`src/hdl/id_rom_regs.svh`:
```
/*
 * Register offsets, field positions, reset values and counts for the
 * interface version and unique-id ROM access registers.
 * Assumes inclusion by bare name from the package and the design.
 */
`ifndef ID_ROM_REGS_SVH
`define ID_ROM_REGS_SVH

// Byte addresses on the 32-bit register bus
`define OFS_INTERFACE_VERSION 12'h000
`define OFS_ID_ROM_ACCESS 12'h004
`define APB_ADDR_W 12

// Version register fields
`define VER_MAJOR_VALUE 8'h01
`define VER_MINOR_VALUE 8'h10
`define VER_PRESENT_BIT 24

// ROM access register fields
`define ACC_ADDR_CLEAR_BIT 31
`define ACC_READ_START_BIT 25
`define ACC_DATA_LSB 16
`define ACC_DATA_MSB 23
`define SMALL_ROM_VALUE 8'h20
`define SMALL_ROM_CFG_ADDR 8'h06
`define SMALL_ROM_CFG_BIT 5

// Reset values
`define ROM_ADDR_RESET 8'h00
`define ROM_DATA_RESET 8'h00

// Node information block: bytes 0 through this index are auto-loaded
`define LOAD_LAST_ADDR 8'h13

// Cycles for the presence pin to pass its synchroniser after reset
`define SETTLE_CYCLES 3'h4

`endif

```
`src/hdl/id_rom_pkg.sv`:
```
/*
 * Types shared by the unique-id ROM access block: bus request carrier,
 * ROM byte port carriers and the sequencer state encoding.
 * Assumes id_rom_regs.svh is on the include path.
 */
`include "id_rom_regs.svh"

package id_rom_pkg;

  // APB request from the bus master
  typedef struct packed {
    logic psel;
    logic penable;
    logic pwrite;
    logic [`APB_ADDR_W-1:0] paddr;
    logic [31:0] pwdata;
  } apb_req_s;

  // Byte answer from the serial ROM engine
  typedef struct packed {
    logic ack;
    logic [7:0] data;
  } rom_rsp_s;

  // Byte delivered by the automatic load
  typedef struct packed {
    logic valid;
    logic [7:0] index;
    logic [7:0] data;
  } load_byte_s;

  // Sequencer states, one-hot
  typedef enum logic [4:0] {
    ST_SETTLE = 5'h01,
    ST_LOAD_REQ = 5'h02,
    ST_LOAD_WAIT = 5'h04,
    ST_IDLE = 5'h08,
    ST_READ_WAIT = 5'h10
  } seq_state_e;

endpackage

```
`src/hdl/host_version_and_id_rom_access.sv`:
```
/*
 * Interface version register and byte-wise access to the unique-id
 * serial ROM, behind an APB slave. After every reset the block waits
 * for the presence pin to settle and, with a ROM attached, loads the
 * node information block through the ROM byte port.
 * Assumes a serial ROM engine on clk_in that takes a held request with
 * an address and answers with a one-cycle ack and the byte; the
 * presence pin is asynchronous.
 */
// The implementer's own choice: register access over APB.
// Contract
// - Version reserved bits read as zero
// - Version bit 24 shows ROM detected
// - Auto-load info block on every reset with a ROM attached
// - Version bits 23:16 read 01h
// - Version bits 7:0 read 10h
// - Byte reads only meaningful with ROM present
// - Access register reserved bits read zero
// - Bit 31 clears ROM address, self-clears
// - Address clear leaves read data untouched
// - Bit 25 reads addressed byte, self-clears
// - Fetched byte lands in bits 23:16
// - Small-ROM field 20h when byte 6 bit5
`include "id_rom_regs.svh"
`timescale 1ns/10ps
`default_nettype none

module host_version_and_id_rom_access (
  input wire logic clk_in,
  input wire logic rst_n_in,
  input wire id_rom_pkg::apb_req_s apb_in,
  output logic [31:0] prdata_out,
  output logic pready_out,
  output logic pslverr_out,
  input wire logic rom_detect_in,
  output logic rom_req_out,
  output logic [7:0] rom_addr_out,
  input wire id_rom_pkg::rom_rsp_s rom_rsp_in,
  output id_rom_pkg::load_byte_s load_out,
  output logic load_busy_out
);
  import id_rom_pkg::*;

  // Presence pin synchroniser and settle counter
  logic detect_meta;
  logic detect_sync;
  logic [2:0] settle_cnt;

  // Sequencer and register state
  seq_state_e state;
  seq_state_e next_state;
  logic rom_present_flag;
  logic rom_address_clear;
  logic byte_read_start;
  logic [7:0] byte_read_value;
  logic small_rom_indicator;
  logic [7:0] rom_addr;
  logic [7:0] next_rom_addr;
  logic rom_req;
  logic next_rom_req;

  // Bus decode wires
  wire access_phase = apb_in.psel & apb_in.penable;
  wire bus_commit = access_phase & pready_out;
  wire hit_version = apb_in.paddr == `OFS_INTERFACE_VERSION;
  wire hit_access = apb_in.paddr == `OFS_ID_ROM_ACCESS;
  wire hit_any = hit_version | hit_access;
  wire wr_access = bus_commit & apb_in.pwrite & hit_access;
  wire sw_set_clear = wr_access & apb_in.pwdata[`ACC_ADDR_CLEAR_BIT];
  wire sw_set_start = wr_access & apb_in.pwdata[`ACC_READ_START_BIT];

  // Sequencer event wires
  wire in_idle = state == ST_IDLE;
  wire settle_done = settle_cnt == `SETTLE_CYCLES;
  wire rom_ack = rom_req & rom_rsp_in.ack;
  wire load_ack = (state == ST_LOAD_WAIT) & rom_ack;
  wire load_last = rom_addr == `LOAD_LAST_ADDR;
  wire read_ack = (state == ST_READ_WAIT) & rom_ack;
  // Address clear goes first when both commands are pending
  wire do_clear = in_idle & rom_address_clear;
  wire do_start = in_idle & ~rom_address_clear & byte_read_start;
  wire start_dropped = do_start & ~rom_present_flag;
  wire start_issue = do_start & rom_present_flag;
  wire hw_done_clear = do_clear;
  wire hw_done_start = read_ack | start_dropped;
  wire cfg_byte = load_ack & (rom_addr == `SMALL_ROM_CFG_ADDR);

  // Register read images
  wire [31:0] version_image = {
    7'h00,
    rom_present_flag,
    `VER_MAJOR_VALUE,
    8'h00,
    `VER_MINOR_VALUE
  };
  wire [7:0] small_rom_field = small_rom_indicator ?
    `SMALL_ROM_VALUE : 8'h00;
  wire [31:0] access_image = {
    rom_address_clear,
    5'h00,
    byte_read_start,
    1'b0,
    byte_read_value,
    8'h00,
    small_rom_field
  };
  wire [31:0] read_mux = hit_version ? version_image :
    hit_access ? access_image : 32'h0000_0000;

  // Bus answer one cycle into the access phase
  wire answer_now = access_phase & ~pready_out;
  wire next_pready = answer_now;
  wire next_pslverr = answer_now & ~hit_any;
  wire [31:0] next_prdata = (answer_now & ~apb_in.pwrite) ? read_mux :
    32'h0000_0000;

  // Two-flop synchroniser on the presence pin
  always_ff @(posedge clk_in) begin
    if (!rst_n_in) begin
      detect_meta <= 1'b0;
      detect_sync <= 1'b0;
    end else begin
      detect_meta <= rom_detect_in;
      detect_sync <= detect_meta;
    end
  end

  // Settle counter runs once after every reset release
  always_ff @(posedge clk_in) begin
    if (!rst_n_in) begin
      settle_cnt <= 3'h0;
    end else if (state == ST_SETTLE && !settle_done) begin
      settle_cnt <= settle_cnt + 3'h1;
    end
  end

  // Presence is caught once the synchroniser has settled
  always_ff @(posedge clk_in) begin
    if (!rst_n_in) begin
      rom_present_flag <= 1'b0;
    end else if (state == ST_SETTLE && settle_done) begin
      rom_present_flag <= detect_sync;
    end
  end

  // Sequencer next state
  always_comb begin
    next_state = state;
    unique case (state)
      ST_SETTLE: begin
        if (settle_done) begin
          // Auto-load only with a ROM attached
          next_state = detect_sync ? ST_LOAD_REQ : ST_IDLE;
        end
      end
      ST_LOAD_REQ: begin
        next_state = ST_LOAD_WAIT;
      end
      ST_LOAD_WAIT: begin
        if (load_ack) begin
          next_state = load_last ? ST_IDLE : ST_LOAD_REQ;
        end
      end
      ST_IDLE: begin
        if (start_issue) begin
          next_state = ST_READ_WAIT;
        end
      end
      ST_READ_WAIT: begin
        if (read_ack) begin
          next_state = ST_IDLE;
        end
      end
      default: begin
        next_state = ST_SETTLE;
      end
    endcase
  end

  // ROM address: load walk, software clear, advance after reads
  always_comb begin
    next_rom_addr = rom_addr;
    if (state == ST_SETTLE) begin
      next_rom_addr = `ROM_ADDR_RESET;
    end else if (load_ack) begin
      // After the load the software pointer restarts at zero
      next_rom_addr = load_last ? `ROM_ADDR_RESET : rom_addr + 8'h01;
    end else if (do_clear) begin
      next_rom_addr = `ROM_ADDR_RESET;
    end else if (read_ack) begin
      next_rom_addr = rom_addr + 8'h01;
    end
  end

  // Request is raised on entry to a wait and held until ack
  always_comb begin
    next_rom_req = rom_req;
    if (state == ST_LOAD_REQ || start_issue) begin
      next_rom_req = 1'b1;
    end else if (rom_ack) begin
      next_rom_req = 1'b0;
    end
  end

  // Sequencer state register
  always_ff @(posedge clk_in) begin
    if (!rst_n_in) begin
      state <= ST_SETTLE;
    end else begin
      state <= next_state;
    end
  end

  // ROM byte address register
  always_ff @(posedge clk_in) begin
    if (!rst_n_in) begin
      rom_addr <= `ROM_ADDR_RESET;
    end else begin
      rom_addr <= next_rom_addr;
    end
  end

  // Internal request register, mirrors the request output
  always_ff @(posedge clk_in) begin
    if (!rst_n_in) begin
      rom_req <= 1'b0;
    end else begin
      rom_req <= next_rom_req;
    end
  end

  // Address clear command; a software set beats the hardware clear
  always_ff @(posedge clk_in) begin
    if (!rst_n_in) begin
      rom_address_clear <= 1'b0;
    end else if (sw_set_clear) begin
      rom_address_clear <= 1'b1;
    end else if (hw_done_clear) begin
      rom_address_clear <= 1'b0;
    end
  end

  // Read start command; a software set beats the hardware clear
  always_ff @(posedge clk_in) begin
    if (!rst_n_in) begin
      byte_read_start <= 1'b0;
    end else if (sw_set_start) begin
      byte_read_start <= 1'b1;
    end else if (hw_done_start) begin
      byte_read_start <= 1'b0;
    end
  end

  // Read data changes only on a completed byte read
  always_ff @(posedge clk_in) begin
    if (!rst_n_in) begin
      byte_read_value <= `ROM_DATA_RESET;
    end else if (read_ack) begin
      byte_read_value <= rom_rsp_in.data;
    end
  end

  // Small-ROM indicator from the configuration byte of the load
  always_ff @(posedge clk_in) begin
    if (!rst_n_in) begin
      small_rom_indicator <= 1'b0;
    end else if (cfg_byte) begin
      small_rom_indicator <= rom_rsp_in.data[`SMALL_ROM_CFG_BIT];
    end
  end

  // Loaded bytes handed to the node information block
  always_ff @(posedge clk_in) begin
    if (!rst_n_in) begin
      load_out <= '0;
    end else begin
      load_out.valid <= load_ack;
      if (load_ack) begin
        load_out.index <= rom_addr;
        load_out.data <= rom_rsp_in.data;
      end
    end
  end

  // Busy while settling or loading the information block
  wire next_busy = (next_state == ST_SETTLE) ||
    (next_state == ST_LOAD_REQ) || (next_state == ST_LOAD_WAIT);

  // ROM request output, held until the engine acks
  always_ff @(posedge clk_in) begin
    if (!rst_n_in) begin
      rom_req_out <= 1'b0;
    end else begin
      rom_req_out <= next_rom_req;
    end
  end

  // ROM address output, stable while a request stands
  always_ff @(posedge clk_in) begin
    if (!rst_n_in) begin
      rom_addr_out <= `ROM_ADDR_RESET;
    end else begin
      rom_addr_out <= next_rom_addr;
    end
  end

  // Busy output, high from reset until the load ends, or until the settle ends with no ROM
  always_ff @(posedge clk_in) begin
    if (!rst_n_in) begin
      load_busy_out <= 1'b1;
    end else begin
      load_busy_out <= next_busy;
    end
  end

  // Bus ready pulse: exactly one wait state
  always_ff @(posedge clk_in) begin
    if (!rst_n_in) begin
      pready_out <= 1'b0;
    end else begin
      pready_out <= next_pready;
    end
  end

  // Bus error for unmapped addresses, with pready
  always_ff @(posedge clk_in) begin
    if (!rst_n_in) begin
      pslverr_out <= 1'b0;
    end else begin
      pslverr_out <= next_pslverr;
    end
  end

  // Read data, zero outside the answer cycle
  always_ff @(posedge clk_in) begin
    if (!rst_n_in) begin
      prdata_out <= 32'h0000_0000;
    end else begin
      prdata_out <= next_prdata;
    end
  end

endmodule

`default_nettype wire

```
`config.mk`:
```
export PLATFORM = sky130hd
export DESIGN_NAME = host_version_and_id_rom_access
export DESIGN_NICKNAME = d
export VERILOG_FILES = /design/src/hdl/id_rom_pkg.sv /design/src/hdl/host_version_and_id_rom_access.sv
export VERILOG_INCLUDE_DIRS = /design/src /design/src/hdl
export SDC_FILE = /design/constraint.sdc
export NUM_CORES = 1
export LEC_CHECK = 0
export ABC_AREA = 1
export ABC_CLOCK_PERIOD_IN_PS = 1600
export BUFFER_PORTS_ARGS = -buffer_cell sky130_fd_sc_hd__buf_2
export CAP_MARGIN = 5
export CORE_UTILIZATION = 47
export DETAILED_ROUTE_END_ITERATION = 10
export PLACE_DENSITY_LB_ADDON = 0.08
export SLEW_MARGIN = 10
export SYNTH_ARGS = -nofsm -noshare
export SYNTH_HDL_FRONTEND = slang
export SYNTH_SLANG_ARGS = --single-unit
```
`constraint.sdc`:
```
create_clock -name clk_in -period 1.6 [get_ports clk_in]
set_input_delay 0.24 -clock clk_in [delete_from_list [all_inputs] [get_ports clk_in]]
set_output_delay 0.24 -clock clk_in [all_outputs]
set_load 0.02 [all_outputs]
```
==> results of run 1 <==
==> cell families (layout without fill, tap and decap cells) <==
| family | count (synthesis) | after routing | share of synthesized area [%] |
|---|---|---|---|
| compound gates | 63 | 63 | 11.8 |
| fa+ha+maj | 4 | 4 | 1.80 |
| buf+inv | 78 | 145 | 13.8 |
| flops | 64 | 64 | 46.2 |
| other cells | 1 | 19 | 0.135 |
| simple gates | 164 | 164 | 26.3 |
==> routing by layer <==
layer	part of all wire, %	vias up	wire length (um)	GRT usage, %
met4	0.78	0	44	5.82
met5	0	-	0	0
met1	49	1092	2740	23.4
li1	-	1336	-	-
met2	46	58	2580	32.4
met3	5.1	5	286	7.13
==> registers in the layout (all words and copies together), names as in the netlist, 3 cells and up <==
name             cells
byte_read_value      8
rom_addr_out         8
settle_cnt           3
prdata_out          13
load_out            17
state                5
==> placed cells by master, fill, tap and decap left out, types with 2 or more instances in the layout <==
| cell type | count |
|---|---|
| a21oi_1 | 31 |
| buf_4 | 14 |
| nand3_2 | 2 |
| clkinvlp_4 | 3 |
| o21ai_0 | 28 |
| nor2_2 | 2 |
| nor2_1 | 64 |
| ha_1 | 4 |
| clkinv_4 | 2 |
| inv_2 | 3 |
| clkbuf_8 | 10 |
| nor3_1 | 2 |
| inv_1 | 41 |
| buf_2 | 70 |
| nand2_1 | 52 |
| nand3_1 | 19 |
| nand4_1 | 20 |
| a21oi_2 | 2 |
| conb_1 | 19 |
| dfxtp_1 | 64 |
==> report_power, final <==
group	switching, uW	internal, uW
Combinational	266	129
Sequential	38.5	1650
Clock	625	605
==> stage by stage <==
stage	hold WS (ns)	util, %	std cells	total power [uW]	worst slack, ns
2_1_floorplan	0.338	-	392	2050	0.0588
3_3_place_gp	0.394	56.6	515	2110	0.241
3_5_place_dp	0.403	56.6	515	2110	0.239
4_1_cts	0.0736	59.8	531	3350	0.218
5_1_grt	0.0798	59.8	531	3480	0.0330
6_report	0.0880	59.8	531	3310	0.210
==> worst max path at each step <==
stage	slack (ns)	startpoint	to
global route	0.03	state[0]$_SDFF_PN1_	settle_cnt[1]$_SDFFE_PN0P_
CTS	0.22	state[1]$_SDFF_PN0_	rom_addr_out[3]$_SDFFE_PP0P_
global placement	0.24	state[2]$_SDFF_PN0_	settle_cnt[1]$_SDFFE_PN0P_
finish	0.21	state[2]$_SDFF_PN0_	settle_cnt[1]$_SDFFE_PN0P_
detailed placement	0.24	state[2]$_SDFF_PN0_	settle_cnt[1]$_SDFFE_PN0P_
floorplan	0.06	rom_addr_out[1]$_SDFFE_PP0P_	load_busy_out$_SDFF_PN1_
==> final cells by class <==
| class | instances | area (um2) | share of cell area [%] |
|---|---|---|---|
| Timing Repair Buffer | 84 | 455 | 13.6 |
| Multi-Input combinational cell | 250 | 1180 | 35.1 |
| Sequential cell | 64 | 1280 | 38.2 |
| Clock buffer | 10 | 138 | 4.10 |
| Clock inverter | 6 | 45.0 | 1.34 |
| Inverter | 45 | 169 | 5.04 |
| Tap cell | 72 | 90.1 | 2.69 |
==> tightest hold or removal path: stages <==
cell and delay, ns:
buf_2 0.07, nand2_1 0.04, inv_1 0.04
==> results_dict.tcl, run 1 <==
set metrics [dict create \
    hold_class "input port to register" \
    dr.pass1.iters 4 \
    ys_warn_count 0 \
    antenna_cells 0 \
    path_delay_family "compound AO/OA/AOI/OAI gates" \
    cp_max_fo 6 \
    syn_area_per_cell_um2 7.42 \
    cts-root-to-sink-buffers 2 \
    vias 2491 \
    synthTopCellsByArea "dfxtp_1 (46%), nor2_1 (8.7%), nand2_1 (7.0%)" \
    drtAntennaViolNets 0 \
    cts_tree "built" \
    cts_root_buf "clkbuf_8" \
    start_util_pct 49.5 \
    report.final.slew_viol_count 0 \
    final_nets 517 \
    ys_seq_area_share_pct 46.2 \
    rr_endpoint "settle_cnt[1]$_SDFFE_PN0P_" \
    placed_area_um2 3170 \
    clk_latency_ns 0.34 \
    num_io_pins 120 \
    n_fill_cell 577 \
    drc 0 \
    synthFlopType "dfxtp_1" \
    critical-path-max-stage-delay_ns 0.33 \
    reg2reg_from "state[2]$_SDFF_PN0_" \
    gr-total-overflow 0 \
    irDropWorstVdd_mv 0.583 \
    first_iter_violations 82 \
    place_congestion 0.816 \
    grt_pass1_vias 2222 \
    worstHoldPathCells 3 \
    setup_viol 0 \
    cp_data_required_time_ns 1.82 \
    synth_edf_count 0 \
    crit_slowest_cell "dfxtp_1" \
    synthTopCellsByCount "dfxtp_1 (64), nor2_1 (64), nand2_1 (52)" \
    fin_area_um2 3350 \
    synthDominantAreaCellType "dfxtp_1" \
    finalSetupTns_ns 0 \
    finalCritPeriodShare_pct 86.9 \
    finalWirelength_mm 5.65 \
    postCtsSetupRepairBufs 0 \
    syn_inst 374 \
    rr_worst_depth 6 \
    p_leak_uw 0.00165 \
    rsz0062_at_grt "false" \
    grt_first_pass_wirelength_mm 9.45 \
    critical_path_buf_inv_count 1 \
    clock-sinks 64 \
    area_growth_pct 20.9 \
    hold_viol_final 0 \
    port-buffer-count 70 \
    core_um2 5610 \
    status "completed" \
    skew_ns 0.00484 \
    worstPathCellList "nor2_2 > nand3_2 > a21oi_2 > inv_1 > o21ai_0 > a21oi_1" \
    die_h_um 78.8 \
    max_freq_ghz 0.719 \
    cp_num_cells 6 \
    crit_path_start_kind "register" \
    synth_cell_types 25 \
    htree_num_levels 3 \
    finalCriticalPeriod_ns 1.39 \
    grt_use_total_pct 19.5 \
    async_reset_ff_share_pct 0 \
    syn-cell-area_um2 2770 \
    wl_per_cell_um 10.6 \
    post_cts_resized 0 \
    cts_hold_buf 0 \
    fp.dieArea_um2 6210 \
    layout-drive-gt1-share_pct 24.4 \
    path_clk_slew_ns 0.07 \
    crit_arrival_ns 1.61 \
    ys_ff_latch 64 \
    grt_start_max_net_pins 22 \
    cts_buffers 9 \
    fp.dieW_um 78.8 \
    power_density_nw_per_um2 986 \
    dpl.hpwl_mm 4.21 \
    vias_per_cell 4.69 \
    worstHoldStart "rom_detect_in" \
    min_to "detect_meta$_SDFF_PN0_" \
    worstSetupEndpointType "register" \
    r2r_setup_slack_ns 0.21 \
    row_count 27 \
    max-cap-violations 0 \
    antenna_found_initial 0 \
    path_class "register to register" \
    synth_top_cell_area_share_pct 46.2 \
]
No activity file was read; power rests on OpenSTA's default activity.
==> run 2: changes to the inputs <==
- REMOVE_ABC_BUFFERS: not set -> 1
- SKIP_CTS_REPAIR_TIMING: not set -> 1
- SLEW_MARGIN: 10 -> 25
==> run 2 against run 1 <==
Cell count decreased by 0.19%. First-iteration DRC count grew 29%. Fmax fell by 4.0%. Critical path type unchanged. Highest routed layer unchanged.
==> results_dict.tcl, run 2 (synthesis gave the netlist of run 1 again) <==
set metrics [dict create \
    status "completed" \
    grt_first_pass_wirelength_mm 9.91 \
    final_common_cell "buf_2" \
    htree_num_levels 3 \
    dr.pass1.iters 4 \
    skew_ns 0.0101 \
    irDropWorstVdd_mv 0.850 \
    cts_root_buf "clkbuf_8" \
    final_nets 516 \
    start_util_pct 49.5 \
    antenna_found_initial 0 \
    cts-root-to-sink-buffers 2 \
    row_count 27 \
    die_h_um 78.8 \
    area_growth_pct 21.0 \
    first_iter_violations 106 \
    cts_buffers 9 \
    reg_top3 "load_out: 17 flops, prdata_out: 13 flops" \
    pwr-share-seq_pct 50.8 \
    clk_latency_ns 0.34 \
    setup_viol 0 \
    vias 2559 \
    core_um2 5610 \
    drtAntennaViolNets 0 \
    clock-sinks 64 \
    num_io_pins 120 \
    fp.dieW_um 78.8 \
    worstSetupEndpointType "register" \
    crit_arrival_ns 1.69 \
    power_frac_clock_pct 36.6 \
    path_clk_slew_ns 0.07 \
    regMostFlops "load_out" \
    drc 0 \
    finalWirelength_mm 6.07 \
    vias_per_cell 4.83 \
    max_freq_ghz 0.691 \
    hold_class "input port to register" \
    rr_worst_depth 6 \
    layout-drive-gt1-share_pct 24.2 \
    crit_slowest_cell "dfxtp_1" \
    crit_path_start_kind "register" \
    swShare_pct 29.5 \
    max-cap-violations 0 \
    place_inst 514 \
    n_fill_cell 554 \
    dpl.hpwl_mm 4.26 \
    largest_reg_flops 17 \
    cts_tree "built" \
    finalCritPeriodShare_pct 90.5 \
    fp.dieArea_um2 6210 \
    final_cell_mix "buf_2 (70), nor2_1 (64), dfxtp_1 (64), nand2_1 (52), inv_1 (41)" \
    gr-total-overflow 0 \
    port-buffer-count 70 \
    switchingPower_uw 981 \
    worstHoldPathCells 3 \
    grt_use_total_pct 20.7 \
    rsz0062_at_grt "false" \
    path_class "register to register" \
    combPwrFrac_pct 12.7 \
    hold_viol_final 0 \
    critical-path-max-stage-delay_ns 0.34 \
    antenna_cells 0 \
    setup_ws_ns 0.152 \
    pre_cts_ws_ns 0.177 \
    crit_path_frequent_cell "nand3_1" \
    whs_ns 0.0780 \
    final_cells 530 \
    cp_max_fo 8 \
    wl_per_cell_um 11.4 \
    p_leak_uw 0.00165 \
    total_power_uw 3320 \
    power_density_nw_per_um2 990 \
    grt_start_max_net_pins 31 \
    report.final.slew_viol_count 0 \
    grt_pass1_vias 2175 \
    intPower_uw 2340 \
    place_congestion 0.858 \
    finalCriticalPeriod_ns 1.45 \
    cp_data_required_time_ns 1.84 \
    worstPathCellList "nor2_4 > nand4_1 > nand3_1 > nand3_1 > nand2_1 > nor2_1" \
]
[run 2: changes by cell type in the layout (fill, tap and decap cells not counted), sizes merged]
cell	delta
buf	-1
clkbuf	-1
clkinv	+1
clkinvlp	-1
inv	+1
[run 2: worst max-delay path: cells and delay by family, from the launching register on]
family | cells | cell delay (ns)
flops | 1 | 0.34
simple gates | 6 | 1.01
[run 2: metal layers]
metal | vias up | part of all wire (%) | GRT usage (%)
li1 | 1325 | - | -
met4 | 0 | 1.8 | 8.73
met1 | 1134 | 47 | 26.3
met3 | 11 | 6.2 | 5.98
met5 | - | 0 | 0
met2 | 89 | 45 | 32.7
[run 2: final timing paths]
kind / startpoint / end / slack, ns
worst max-delay path: state[1]$_SDFF_PN0_ / rom_addr_out[2]$_SDFFE_PP0P_ / 0.15
worst min-delay path: rom_detect_in / detect_meta$_SDFF_PN0_ / 0.08
worst max register to register: state[1]$_SDFF_PN0_ / rom_addr_out[2]$_SDFFE_PP0P_ / 0.15
worst min register to register: small_rom_indicator$_SDFFE_PN0P_ / prdata_out[5]$_SDFF_PP0_ / 0.42
[run 2: final cells by class]
cell class / count / area, um2 / share of cell area [%]
Sequential cell: 64 / 1280 / 38.2
Multi-Input combinational cell: 250 / 1180 / 35.3
Timing Repair Buffer: 83 / 460 / 13.7
Inverter: 45 / 169 / 5.03
Clock buffer: 9 / 124 / 3.69
Tap cell: 72 / 90.1 / 2.68
Clock inverter: 7 / 47.5 / 1.42
[run 2: through the flow]
step	instance area, um2	setup TNS (ns)	util [%]
3_5_place_dp	3180	0	56.6
2_1_floorplan	2630	-0.205	-
4_1_cts	3350	0	59.7
6_report	3360	0	59.8
3_3_place_gp	3180	0	56.6
5_1_grt	3360	0	59.8
[run 2: power by group through the flow]
stage | Sequential (uW) | Combinational (uW) | Clock (uW)
after global placement | 1720 | 387 | 0
after CTS | 1680 | 402 | 1250
after detailed placement | 1720 | 400 | 0
after floorplan | 1730 | 277 | 0
final | 1690 | 421 | 1220
after global routing | 1690 | 472 | 1320
